--- src/verilog/ext_event_ctrl_params.svh ---
`ifndef EXT_EVENT_CTRL_PARAMS_SVH
`define EXT_EVENT_CTRL_PARAMS_SVH

`define LINE_COUNT        42
`define CFG_LINE_COUNT    29
`define DIRECT_LINE_COUNT 13
`define MASK_RESET        42'h000_0000_0000
`define CFG_RESET         29'h000_0000
`define SYNC_STAGES       3

`endif

--- src/verilog/ext_event_ctrl_pkg.sv ---
package ext_event_ctrl_pkg;

  typedef enum logic [1:0] {
    pulse_idle = 2'b00,
    pulse_high = 2'b01,
    pulse_wait = 2'b10
  } pulse_state_t;

endpackage : ext_event_ctrl_pkg

--- src/verilog/event_pulse_gen.sv ---
`timescale 1ns/1ps
`include "ext_event_ctrl_params.svh"

module event_pulse_gen
  import ext_event_ctrl_pkg::*;
(
  // clock and reset
  input  wire logic clk,
  input  wire logic rst,
  // combined request and pulse
  input  wire logic req,
  output logic      pulse
);

  pulse_state_t state;
  pulse_state_t next_state;

  always_comb
  begin
    case (state)
      pulse_idle: next_state = req ? pulse_high : pulse_idle;
      pulse_high: next_state = req ? pulse_wait : pulse_idle;
      pulse_wait: next_state = req ? pulse_wait : pulse_idle;
      default:    next_state = pulse_idle;
    endcase
  end

  always_ff @(posedge clk or posedge rst)
  begin
    if (rst)
    begin
      state <= pulse_idle;
      pulse <= 1'b0;
    end
    else
    begin
      state <= next_state;
      // one cycle per rising edge of the request, straight from a flop
      pulse <= (next_state == pulse_high);
    end
  end

endmodule : event_pulse_gen

--- src/verilog/ext_event_ctrl.sv ---
// How it works
// - 42 lines: 29 configurable, 13 direct
// - configurable lines: separate rising and falling detect
// - software trigger acts as edge, self clears
// - interrupt request is event AND irq mask
// - pending flag set with each interrupt request
// - both line kinds can raise cpu events
// - direct lines detect rising edges only
// - enabled event requests ORed before pulse generator
// - event mask separate from interrupt mask
// - processor events never set pending flag
// - wakeup requests driven to power controller
// - wakeup on detected edge or wake pending
// - direct lines hold no wake pending flag
// - wakeup enabled by irq mask OR event mask
// - no interrupt requests for direct lines
// - direct lines: irq mask gates wakeup only
// - processor event output is a pulse
`timescale 1ns/1ps
`include "ext_event_ctrl_params.svh"

module ext_event_ctrl
  import ext_event_ctrl_pkg::*;
(
  // clock and reset
  input  wire logic                          clk,
  input  wire logic                          rst,
  // peripheral event lines, configurable lines in the low bits
  input  wire logic [`LINE_COUNT-1:0]        line_in,
  // configuration
  input  wire logic [`CFG_LINE_COUNT-1:0]    rising_edge_select,
  input  wire logic [`CFG_LINE_COUNT-1:0]    falling_edge_select,
  input  wire logic [`LINE_COUNT-1:0]        irq_mask_bits,
  input  wire logic [`LINE_COUNT-1:0]        event_mask_bits,
  // software trigger writes, one-cycle strobes
  input  wire logic [`CFG_LINE_COUNT-1:0]    soft_trigger_set,
  // write-one-to-clear strobes
  input  wire logic [`CFG_LINE_COUNT-1:0]    irq_pending_clear,
  input  wire logic [`CFG_LINE_COUNT-1:0]    wake_pending_clear,
  // status
  output logic      [`CFG_LINE_COUNT-1:0]    soft_event_trigger,
  output logic      [`CFG_LINE_COUNT-1:0]    irq_pending_flags,
  output logic      [`CFG_LINE_COUNT-1:0]    wake_pending_flags,
  // to interrupt controller, processor and power controller
  output logic      [`CFG_LINE_COUNT-1:0]    irq_req,
  output logic                               cpu_event_input,
  output logic      [`LINE_COUNT-1:0]        wakeup_req
);

  // synchroniser stages and the settled level of every line
  logic [`LINE_COUNT-1:0] sync1;
  logic [`LINE_COUNT-1:0] sync2;
  logic [`LINE_COUNT-1:0] sync3;
  logic [`LINE_COUNT-1:0] level;
  logic [`LINE_COUNT-1:0] agree;
  logic [`LINE_COUNT-1:0] next_level;
  logic [`LINE_COUNT-1:0] rise;
  logic [`LINE_COUNT-1:0] fall;

  // bits that are high now and were low before
  function automatic logic [`LINE_COUNT-1:0] went_high
  (
    input logic [`LINE_COUNT-1:0] now_bits,
    input logic [`LINE_COUNT-1:0] old_bits
  );
    return now_bits & ~old_bits;
  endfunction : went_high

  // configurable lines sit in the low bits
  function automatic logic [`CFG_LINE_COUNT-1:0] cfg_part
  (
    input logic [`LINE_COUNT-1:0] bits
  );
    return bits[`CFG_LINE_COUNT-1:0];
  endfunction : cfg_part

  // direct lines sit above them
  function automatic logic [`DIRECT_LINE_COUNT-1:0] dir_part
  (
    input logic [`LINE_COUNT-1:0] bits
  );
    return bits[`LINE_COUNT-1:`CFG_LINE_COUNT];
  endfunction : dir_part

  // per-line gating of edges by a mask
  function automatic logic [`LINE_COUNT-1:0] masked
  (
    input logic [`LINE_COUNT-1:0] hit_bits,
    input logic [`LINE_COUNT-1:0] mask_bits
  );
    return hit_bits & mask_bits;
  endfunction : masked

  // sticky flag update, set wins over clear
  function automatic logic [`CFG_LINE_COUNT-1:0] sticky_next
  (
    input logic [`CFG_LINE_COUNT-1:0] set_bits,
    input logic [`CFG_LINE_COUNT-1:0] flag_bits,
    input logic [`CFG_LINE_COUNT-1:0] clear_bits
  );
    logic [`CFG_LINE_COUNT-1:0] kept;
    kept = flag_bits & ~clear_bits;
    return set_bits | kept;
  endfunction : sticky_next

  // first stage may go metastable, only later stages are read
  always_ff @(posedge clk or posedge rst)
  begin
    if (rst)
    begin
      sync1 <= `MASK_RESET;
    end
    else
    begin
      sync1 <= line_in;
    end
  end

  // second stage
  always_ff @(posedge clk or posedge rst)
  begin
    if (rst)
    begin
      sync2 <= `MASK_RESET;
    end
    else
    begin
      sync2 <= sync1;
    end
  end

  // third stage
  always_ff @(posedge clk or posedge rst)
  begin
    if (rst)
    begin
      sync3 <= `MASK_RESET;
    end
    else
    begin
      sync3 <= sync2;
    end
  end

  // settled level, moves only when stages 2 and 3 agree
  always_ff @(posedge clk or posedge rst)
  begin
    if (rst)
    begin
      level <= `MASK_RESET;
    end
    else
    begin
      level <= next_level;
    end
  end

  // a change counts once stages 2 and 3 agree
  // a line still settling keeps its old level, so no false edge
  assign agree      = ~(sync2 ^ sync3);
  assign next_level = (agree & sync3) | (~agree & level);
  assign rise       = went_high(next_level, level);
  assign fall       = went_high(level, next_level);

  // per-kind views of edges and masks
  logic [`CFG_LINE_COUNT-1:0]    cfg_rise;
  logic [`CFG_LINE_COUNT-1:0]    cfg_fall;
  logic [`CFG_LINE_COUNT-1:0]    cfg_irq_mask;
  logic [`DIRECT_LINE_COUNT-1:0] dir_rise;

  assign cfg_rise     = cfg_part(rise);
  assign cfg_fall     = cfg_part(fall);
  assign cfg_irq_mask = cfg_part(irq_mask_bits);
  assign dir_rise     = dir_part(rise);

  // edge sources of a configurable line
  logic [`CFG_LINE_COUNT-1:0] cfg_rise_hit;
  logic [`CFG_LINE_COUNT-1:0] cfg_fall_hit;
  logic [`CFG_LINE_COUNT-1:0] soft_hit;

  assign cfg_rise_hit = cfg_rise & rising_edge_select;
  assign cfg_fall_hit = cfg_fall & falling_edge_select;
  assign soft_hit     = soft_event_trigger;

  // active edge per line
  logic [`CFG_LINE_COUNT-1:0]    cfg_edge;
  logic [`DIRECT_LINE_COUNT-1:0] dir_edge;
  logic [`LINE_COUNT-1:0]        active_edge;

  assign cfg_edge    = cfg_rise_hit
                     | cfg_fall_hit
                     | soft_hit;
  assign dir_edge    = dir_rise;
  assign active_edge = {dir_edge, cfg_edge};

  // interrupt path, configurable lines only
  logic [`CFG_LINE_COUNT-1:0] next_irq;

  assign next_irq = cfg_edge & cfg_irq_mask;

  // event path: per-line event mask, then one OR
  // direct lines share the same OR, their irq mask plays no part here
  logic [`LINE_COUNT-1:0]        event_lines;
  logic [`CFG_LINE_COUNT-1:0]    cfg_event_lines;
  logic [`DIRECT_LINE_COUNT-1:0] dir_event_lines;
  logic                          cfg_event_any;
  logic                          dir_event_any;
  logic                          event_any;

  assign event_lines     = masked(active_edge, event_mask_bits);
  assign cfg_event_lines = cfg_part(event_lines);
  assign dir_event_lines = dir_part(event_lines);
  assign cfg_event_any   = |cfg_event_lines;
  assign dir_event_any   = |dir_event_lines;
  assign event_any       = cfg_event_any | dir_event_any;

  // wakeup path
  // direct lines keep no flag here, their wakeup lasts one cycle
  logic [`LINE_COUNT-1:0]        wake_enable;
  logic [`LINE_COUNT-1:0]        wake_edge;
  logic [`CFG_LINE_COUNT-1:0]    cfg_wake_edge;
  logic [`DIRECT_LINE_COUNT-1:0] dir_wake_edge;
  logic [`CFG_LINE_COUNT-1:0]    cfg_wake_next;
  logic [`LINE_COUNT-1:0]        next_wakeup;

  assign wake_enable   = irq_mask_bits | event_mask_bits;
  assign wake_edge     = masked(active_edge, wake_enable);
  assign cfg_wake_edge = cfg_part(wake_edge);
  assign dir_wake_edge = dir_part(wake_edge);
  assign cfg_wake_next = cfg_wake_edge | wake_pending_flags;
  assign next_wakeup   = {dir_wake_edge, cfg_wake_next};

  // flag updates, set wins over clear
  // an edge in the cycle of a clear is never lost
  logic [`CFG_LINE_COUNT-1:0] next_pending;
  logic [`CFG_LINE_COUNT-1:0] next_wake_pending;
  logic [`CFG_LINE_COUNT-1:0] next_soft;

  assign next_pending      = sticky_next(next_irq, irq_pending_flags, irq_pending_clear);
  assign next_wake_pending = sticky_next(cfg_wake_edge, wake_pending_flags, wake_pending_clear);
  assign next_soft         = soft_trigger_set;

  // software trigger bits, visible one cycle then cleared
  always_ff @(posedge clk or posedge rst)
  begin
    if (rst)
    begin
      soft_event_trigger <= `CFG_RESET;
    end
    else
    begin
      soft_event_trigger <= next_soft;
    end
  end

  // interrupt pending flags
  always_ff @(posedge clk or posedge rst)
  begin
    if (rst)
    begin
      irq_pending_flags <= `CFG_RESET;
    end
    else
    begin
      irq_pending_flags <= next_pending;
    end
  end

  // wakeup pending flags
  always_ff @(posedge clk or posedge rst)
  begin
    if (rst)
    begin
      wake_pending_flags <= `CFG_RESET;
    end
    else
    begin
      wake_pending_flags <= next_wake_pending;
    end
  end

  // interrupt requests
  always_ff @(posedge clk or posedge rst)
  begin
    if (rst)
    begin
      irq_req <= `CFG_RESET;
    end
    else
    begin
      irq_req <= next_irq;
    end
  end

  // wakeup requests
  always_ff @(posedge clk or posedge rst)
  begin
    if (rst)
    begin
      wakeup_req <= `MASK_RESET;
    end
    else
    begin
      wakeup_req <= next_wakeup;
    end
  end

  // registered combined request feeds the pulse generator
  // a request that stays high gives only one pulse
  logic event_req;

  always_ff @(posedge clk or posedge rst)
  begin
    if (rst)
    begin
      event_req <= 1'b0;
    end
    else
    begin
      event_req <= event_any;
    end
  end

  // one pulse per rise of the combined request
  event_pulse_gen u_pulse
  (
    .clk   (clk),
    .rst   (rst),
    .req   (event_req),
    .pulse (cpu_event_input)
  );

endmodule : ext_event_ctrl

--- config.mk ---
export PLATFORM = sky130hd
export DESIGN_NAME = ext_event_ctrl
export DESIGN_NICKNAME = d
export VERILOG_FILES = /design/src/verilog/ext_event_ctrl_pkg.sv /design/src/verilog/event_pulse_gen.sv /design/src/verilog/ext_event_ctrl.sv
export VERILOG_INCLUDE_DIRS = /design/src /design/src/verilog
export SDC_FILE = /design/constraint.sdc
export NUM_CORES = 1
export LEC_CHECK = 0
export ABC_AREA = 1
export BUFFER_PORTS_ARGS = -buffer_cell sky130_fd_sc_hd__buf_2
export CORE_AREA = 2 2 168 170
export DETAILED_ROUTE_END_ITERATION = 12
export DIE_AREA = 0 0 170 172
export GPL_TIMING_DRIVEN = 0
export PLACE_DENSITY = 0.75
export SLEW_MARGIN = 20
export SYNTH_ARGS = -nofsm -noshare
export SYNTH_HDL_FRONTEND = slang
export SYNTH_SLANG_ARGS = --single-unit
--- constraint.sdc ---
create_clock -name clk -period 9.8 [get_ports clk]
set_clock_uncertainty 0.05 [all_clocks]
set_input_delay 1.47 -clock clk [delete_from_list [all_inputs] [get_ports clk]]
set_output_delay 1.47 -clock clk [all_outputs]
set_load 0.005 [all_outputs]
==> metrics.yaml, run 1 <==
path_delay_family: "buffers and inverters"
dr.pass1.iters: 4
power_density_nw_per_um2: 201
critPathLaunchType: "primary input"
fin_util: 0.548
drv_cap: 0
via_per_inst: 4.68
cts.sinks: 330
dieWidth_um: 170
cts.reportedPaths.clkPinSlew_ps: 50
finalCriticalPeriod_ps: 2750
cp_max_fo: 34
final_cell_area_um2: 15100
coreArea_um2: 27500
setup_tns_ps: 0
grt_pass1_vias: 8501
layout-drive-gt1-share: 0.342
avgSynthCellArea_um2: 11.6
final_common_cell: "buf_2"
swShare: 0.241
crit_slowest_cell: "clkinvlp_4"
setup_viol: 0
pre_cts_ws_ps: 6440
power_frac_comb: 0.099
multi_input_area_um2: 2150
place_congestion: 0.812
cts_tree: "built"
postSynthNetCount: 1245
dp_cells: 1757
placedInstanceArea_um2: 14000
grt_pass1_wl_um: 42900
ys_types: 14
p_clk_frac: 0.398
slew_headroom: 0.627
wl_per_cell_um: 16.0
seqPwrFrac: 0.504
final_cell_mix: "buf_2 (431), dfrtp_1 (330), inv_1 (213), nand2_1 (133), o21ai_0 (86)"
final_hold_viol_count: 0
cp-end-kind: "async pin"
drtAntennaViolNets: 0
nets: 1723
root_buffer: "clkbuf_16"
cpPeakStageDelay_ps: 360
synth_cells: 970
ys_seq_area_frac: 0.736
regArea_um2: 8260
synth_area_um2: 11200
chipHeight_um: 172
path_buf_inv: 8
worstPathRequired_ps: 10450
setup_slack_ps: 7050
initial_core_util: 0.408
crit_top_cell: "buf_12"
hold_class: "reg2reg"
switching_power_mw: 0.729
grt_overflow: 0
tightestPinTransition_ps: 553
power_leakage_nw: 8.21
p_int_mw: 2.30
nFillCells: 2336
period_share: 0.281
first_iter_violations: 383
dieArea_um2: 29200
ctsResizeCount: 0
htreeDepth: 2
clkLatencyLatePin_ps: 510
crit_type: "in2async"
antenna_found_initial: 9
slew_violations: 0
ctsHoldBuffers: 0
dp_hpwl_um: 22900
drt_wl_total_um: 29100
path_cells: "buf_2 > clkinvlp_4 > buf_12 > buf_12 > buf_12 > buf_12 > buf_12 > buf_12"
vias: 8511
ioPinCount: 432
ys_ff_latch: 330
syn_to_final_growth_pct: 34.3
post_cts_buffers: 0
yosysWarnings: 0
cts_buffer_depth: 3
grt_max_degree: 37
portBuffers: 431
fmax_mhz: 363
fp-row-count: 61
grt_usage: 0.192
finalNonFillerCells: 1817
crit_arrival_ps: 3400
peakVddDrop_mv: 0.159
cts_made_buffers: 35
rsz0062_at_grt: "false"
status: "completed"
drcViolationCount: 0
-- worst reg2reg max path: cells and delay by family, from the launching register on --
family	cells	cell delay (ps)
flops	1	370
buf+inv	1	60
simple gates	8	1000
-- routing by layer --
metal / part of all wire / up-vias / wire length, µm / global-route usage
met2: 0.51 / 362 / 14800 / 0.341
met3: 0.086 / 76 / 2500 / 0.0586
met4: 0.046 / 8 / 1340 / 0.100
li1: - / 4049 / - / -
met5: 0.0016 / - / 48 / 0
met1: 0.36 / 4016 / 10400 / 0.207
-- path summary, 6_finish.rpt --
| path | start | endpoint | slack (ps) | depth (start not counted) |
|---|---|---|---|---|
| min | sync1[32] | sync2[32] | 300 | 0 |
| max reg2reg | sync3[11] | event_req | 8200 | 9 |
| min reg2reg | sync1[32] | sync2[32] | 300 | 0 |
| min in group asynchronous | rst | wake_pending_flags[5] | 960 | 2 |
| max in group clk | soft_event_trigger[18] | soft_event_trigger[18] | 7220 | 1 |
| max | rst | wake_pending_flags[17] | 7050 | 8 |
-- cells by family (layout without fill, tap and decap cells) --
kind of cell    count (synthesis)  after routing  synth area share
fa+ha+maj                      15             15            0.0138
buf+inv                       214            710            0.0716
simple gates                  272            272             0.116
flops                         330            330             0.736
compound gates                139            139            0.0620
other cells                     0              5                 0
-- final cells by class --
cell class,instances,area share
diodes,5,0.000831
clock buffers,46,0.0649
clock inverters,9,0.00391
inverters,214,0.0536
multi-input cells,426,0.143
flip-flops and latches,330,0.548
well taps,346,0.0288
repair buffers,441,0.157
-- registers in the layout, indices dropped and copies added (netlist names) --
| name | count |
|---|---|
| sync1 | 42 |
| u_pulse.state | 2 |
| u_pulse.pulse | 1 |
| level | 42 |
| wake_pending_flags | 29 |
| irq_req | 29 |
| irq_pending_flags | 29 |
| wakeup_req | 42 |
| event_req | 1 |
| sync3 | 42 |
| soft_event_trigger | 29 |
| sync2 | 42 |
-- synthesized netlist by cell type --
cell type / instances / area share
dfrtp_1: 330 / 0.74
inv_1: 214 / 0.072
nand2_1: 133 / 0.045
o21ai_0: 86 / 0.038
nand4_1: 66 / 0.037
a21oi_1: 53 / 0.024
nand3_1: 34 / 0.015
nor2_1: 22 / 0.0074
maj3_1: 13 / 0.012
nand3b_1: 7 / 0.0047
nand3_2: 6 / 0.0054
nand2_2: 3 / 0.0017
ha_1: 2 / 0.0022
nor2_2: 1 / 0.00056
-- stage by stage --
stage / hold WS (ps) / total power [mW]
floorplan: 281 / 1.67
global placement: 282 / 1.83
detailed placement: 285 / 1.85
CTS: 298 / 3.07
global route: 303 / 3.17
finish: 296 / 3.03
-- power groups by stage --
stage / Combinational, mW / Clock, mW / Sequential (mW)
detailed placement: 0.304 / 0 / 1.55
CTS: 0.306 / 1.24 / 1.53
global placement: 0.283 / 0 / 1.55
global route: 0.341 / 1.30 / 1.54
finish: 0.298 / 1.20 / 1.53
floorplan: 0.125 / 0 / 1.55
(Power assumes the default switching activity.)
==> run 2, diff against run 1 <==
clock period = 2.4 ns   (was 9.8 ns; I/O delays follow)
==> run 2 against run 1 <==
Effect of this change: flip-flop and latch count stayed put; clock power increased to 4.1 times the previous value; final cell count is 6.8% higher; worst hold slack got worse by 270 ps; non-clock buffer count grew 124; count of clock-buffer cells in the layout is the same; critical path depth is 1 higher; sequential share of layout area down 4.2 points; first-iteration DRC count grew 26%; largest cell class unchanged; highest routed layer unchanged; worst setup slack got worse by 6700 ps; total power grew to 4.2 times the previous value; critical path type unchanged.
==> metrics.yaml, run 2 (same netlist as run 1, synthesis figures left out) <==
worstReg2RegEnd: "event_req"  # unchanged
cts_made_buffers: 35  # unchanged
vias: 9209  # was 8,511
period_share: 0.871
via_per_inst: 4.74  # was 4.68
fmax_mhz: 478
final_cell_mix: "buf_2 (431), dfrtp_1 (330), inv_1 (213), nand2_1 (133), dlygate4sd3_1 (124)"  # was buf_2 (431), dfrtp_1 (330), inv_1 (213), nand2_1 (133), o21ai_0 (86)
cts_buffer_depth: 3  # unchanged
setup_tns_ps: 0  # unchanged
critPathLaunchType: "primary input"  # unchanged
drcViolationCount: 0  # unchanged
first_iter_violations: 483  # was 383
finalCriticalPeriod_ps: 2090
worstPathRequired_ps: 3050  # was 10,450 ps
initial_core_util: 0.408  # unchanged
hp-start: "irq_mask_bits[0]"  # was sync1[32]
drtAntennaViolNets: 0  # unchanged
cts_tree: "built"  # unchanged
grt_max_degree: 37  # unchanged
fp-row-count: 61  # unchanged
cp-end-kind: "async pin"  # unchanged
slew_headroom: 0.584  # was 0.627
ctsResizeCount: 0  # unchanged
portBuffers: 431  # unchanged
drt_wl_total_um: 32000  # was 29,100 µm
p_int_mw: 9.52  # was 2.30 mW
nFillCells: 2116  # was 2,336
power_leakage_nw: 8.73  # was 8.21 nW
slew_violations: 0  # unchanged
place_congestion: 0.812  # unchanged
seqPwrFrac: 0.496  # was 0.504
chipHeight_um: 172  # unchanged
dieWidth_um: 170  # unchanged
power_density_nw_per_um2: 772  # was 201 nW/µm²
holdPathStages: 3  # was 0
grt_pass1_wl_um: 47300  # was 42,900 µm
final_hold_viol_count: 0  # unchanged
coreArea_um2: 27500  # unchanged
setup_viol: 0  # unchanged
root_buffer: "clkbuf_16"  # unchanged
whs_endpoint: "irq_req[0]"  # was sync2[32]
ioPinCount: 432  # unchanged
dp_hpwl_um: 22900  # unchanged
antenna_found_initial: 5  # was 9
syn_to_final_growth_pct: 45.4  # was 34.3%
r2r_setup_slack_ps: 660  # was 8200 ps
hold_class: "in2reg"  # was reg2reg
power_frac_comb: 0.112  # was 0.099
cts.reportedPaths.clkPinSlew_ps: 60  # was 50 ps
drv_cap: 0  # unchanged
clkLatencyLatePin_ps: 510  # about the same
layout-drive-gt1-share: 0.316  # was 0.342
grt_pass1_vias: 9388  # was 8,501
cts.sinks: 330  # unchanged
cp_max_fo: 34  # unchanged
peakVddDrop_mv: 0.648  # was 0.159 mV
dieArea_um2: 29200  # unchanged
p_clk_frac: 0.392  # was 0.398
swShare: 0.243  # was 0.241
dr.pass1.iters: 7  # was 4
crit_type: "in2async"  # unchanged
htreeDepth: 2  # unchanged
nets: 1848  # was 1,723
r2r_start: "sync3[11]"  # unchanged
switching_power_mw: 3.06  # was 0.729 mW
grt_usage: 0.211  # was 0.192
grt_overflow: 0  # unchanged
status: "completed"  # unchanged
tightestPinTransition_ps: 618  # was 553 ps
wl_per_cell_um: 16.5  # was 16.0 µm
holdWs_ps: 24.4  # was 296 ps
crit_arrival_ps: 2740  # was 3400 ps
rr_worst_depth: 9  # unchanged
final_common_cell: "buf_2"  # unchanged
rsz0062_at_grt: "false"  # unchanged
-- run 2: how the worst max path moves through the flow --
stage,slack (ps),cells past startpoint,from,to
finish,310,9,rst,soft_event_trigger[17]
global route,90,9,rst,soft_event_trigger[17]
CTS,120,9,rst,wake_pending_flags[17]
detailed placement,150,8,rst,soft_event_trigger[16]
global placement,-4100,2,rst,soft_event_trigger[16]
floorplan,-2420,1,rst,event_req
-- run 2: worst max-delay path, cell delays in order --
cell and delay, ps:
dlygate4sd3_1 530, buf_2 160, clkinvlp_4 250, buf_12 230
buf_12 200, buf_12 230, buf_12 240, buf_12 230
buf_12 220
-- run 2: metal layers --
| layer | vias up | track usage | part of all wire | wire [µm] |
|---|---|---|---|---|
| met3 | 90 | 0.0575 | 0.080 | 2560 |
| li1 | 4297 | - | - | - |
| met2 | 423 | 0.382 | 0.51 | 16400 |
| met4 | 2 | 0.113 | 0.050 | 1600 |
| met1 | 4397 | 0.225 | 0.36 | 11500 |
| met5 | - | 0 | 0.00034 | 11 |
-- run 2: metrics by stage --
step / worst slack [ps] / std cells / cell area, µm² / utilization / total power [mW]
finish: 309 / 1941 / 16300 / 0.593 / 12.6
global route: 85.7 / 1941 / 16300 / 0.593 / 13.2
CTS: 121 / 1936 / 16300 / 0.593 / 12.7
detailed placement: 152 / 1757 / 14000 / 0.510 / 7.57
global placement: -4100 / 1747 / 13800 / 0.503 / 7.46
floorplan: -2420 / 970 / 11200 / - / 6.82
-- run 2: cell type report --
class	instances	area (µm²)	share of cell area
flip-flops and latches	330	8260	0.507
repair buffers	565	3600	0.221
multi-input cells	426	2150	0.132
clock buffers	46	977	0.0599
inverters	214	807	0.0495
well taps	346	433	0.0266
clock inverters	9	58.8	0.00361
diodes	4	10.0	0.000614
repair inverters	1	5.00	0.000307
-- run 2: power by group through the flow --
stage | sequential (mW) | clock, mW | combinational, mW
2_1_floorplan | 6.31 | 0 | 0.509
3_5_place_dp | 6.33 | 0 | 1.24
3_3_place_gp | 6.31 | 0 | 1.15
6_report | 6.24 | 4.93 | 1.41
5_1_grt | 6.28 | 5.29 | 1.59
4_1_cts | 6.23 | 5.07 | 1.41
-- run 2: what timing repair did --
action / CTS / global route
hold buffers: 124 / 0
setup buffers: 0 / 0
endpoints found under the hold margin: 143 / 0
endpoints found under the setup margin: 0 / 28
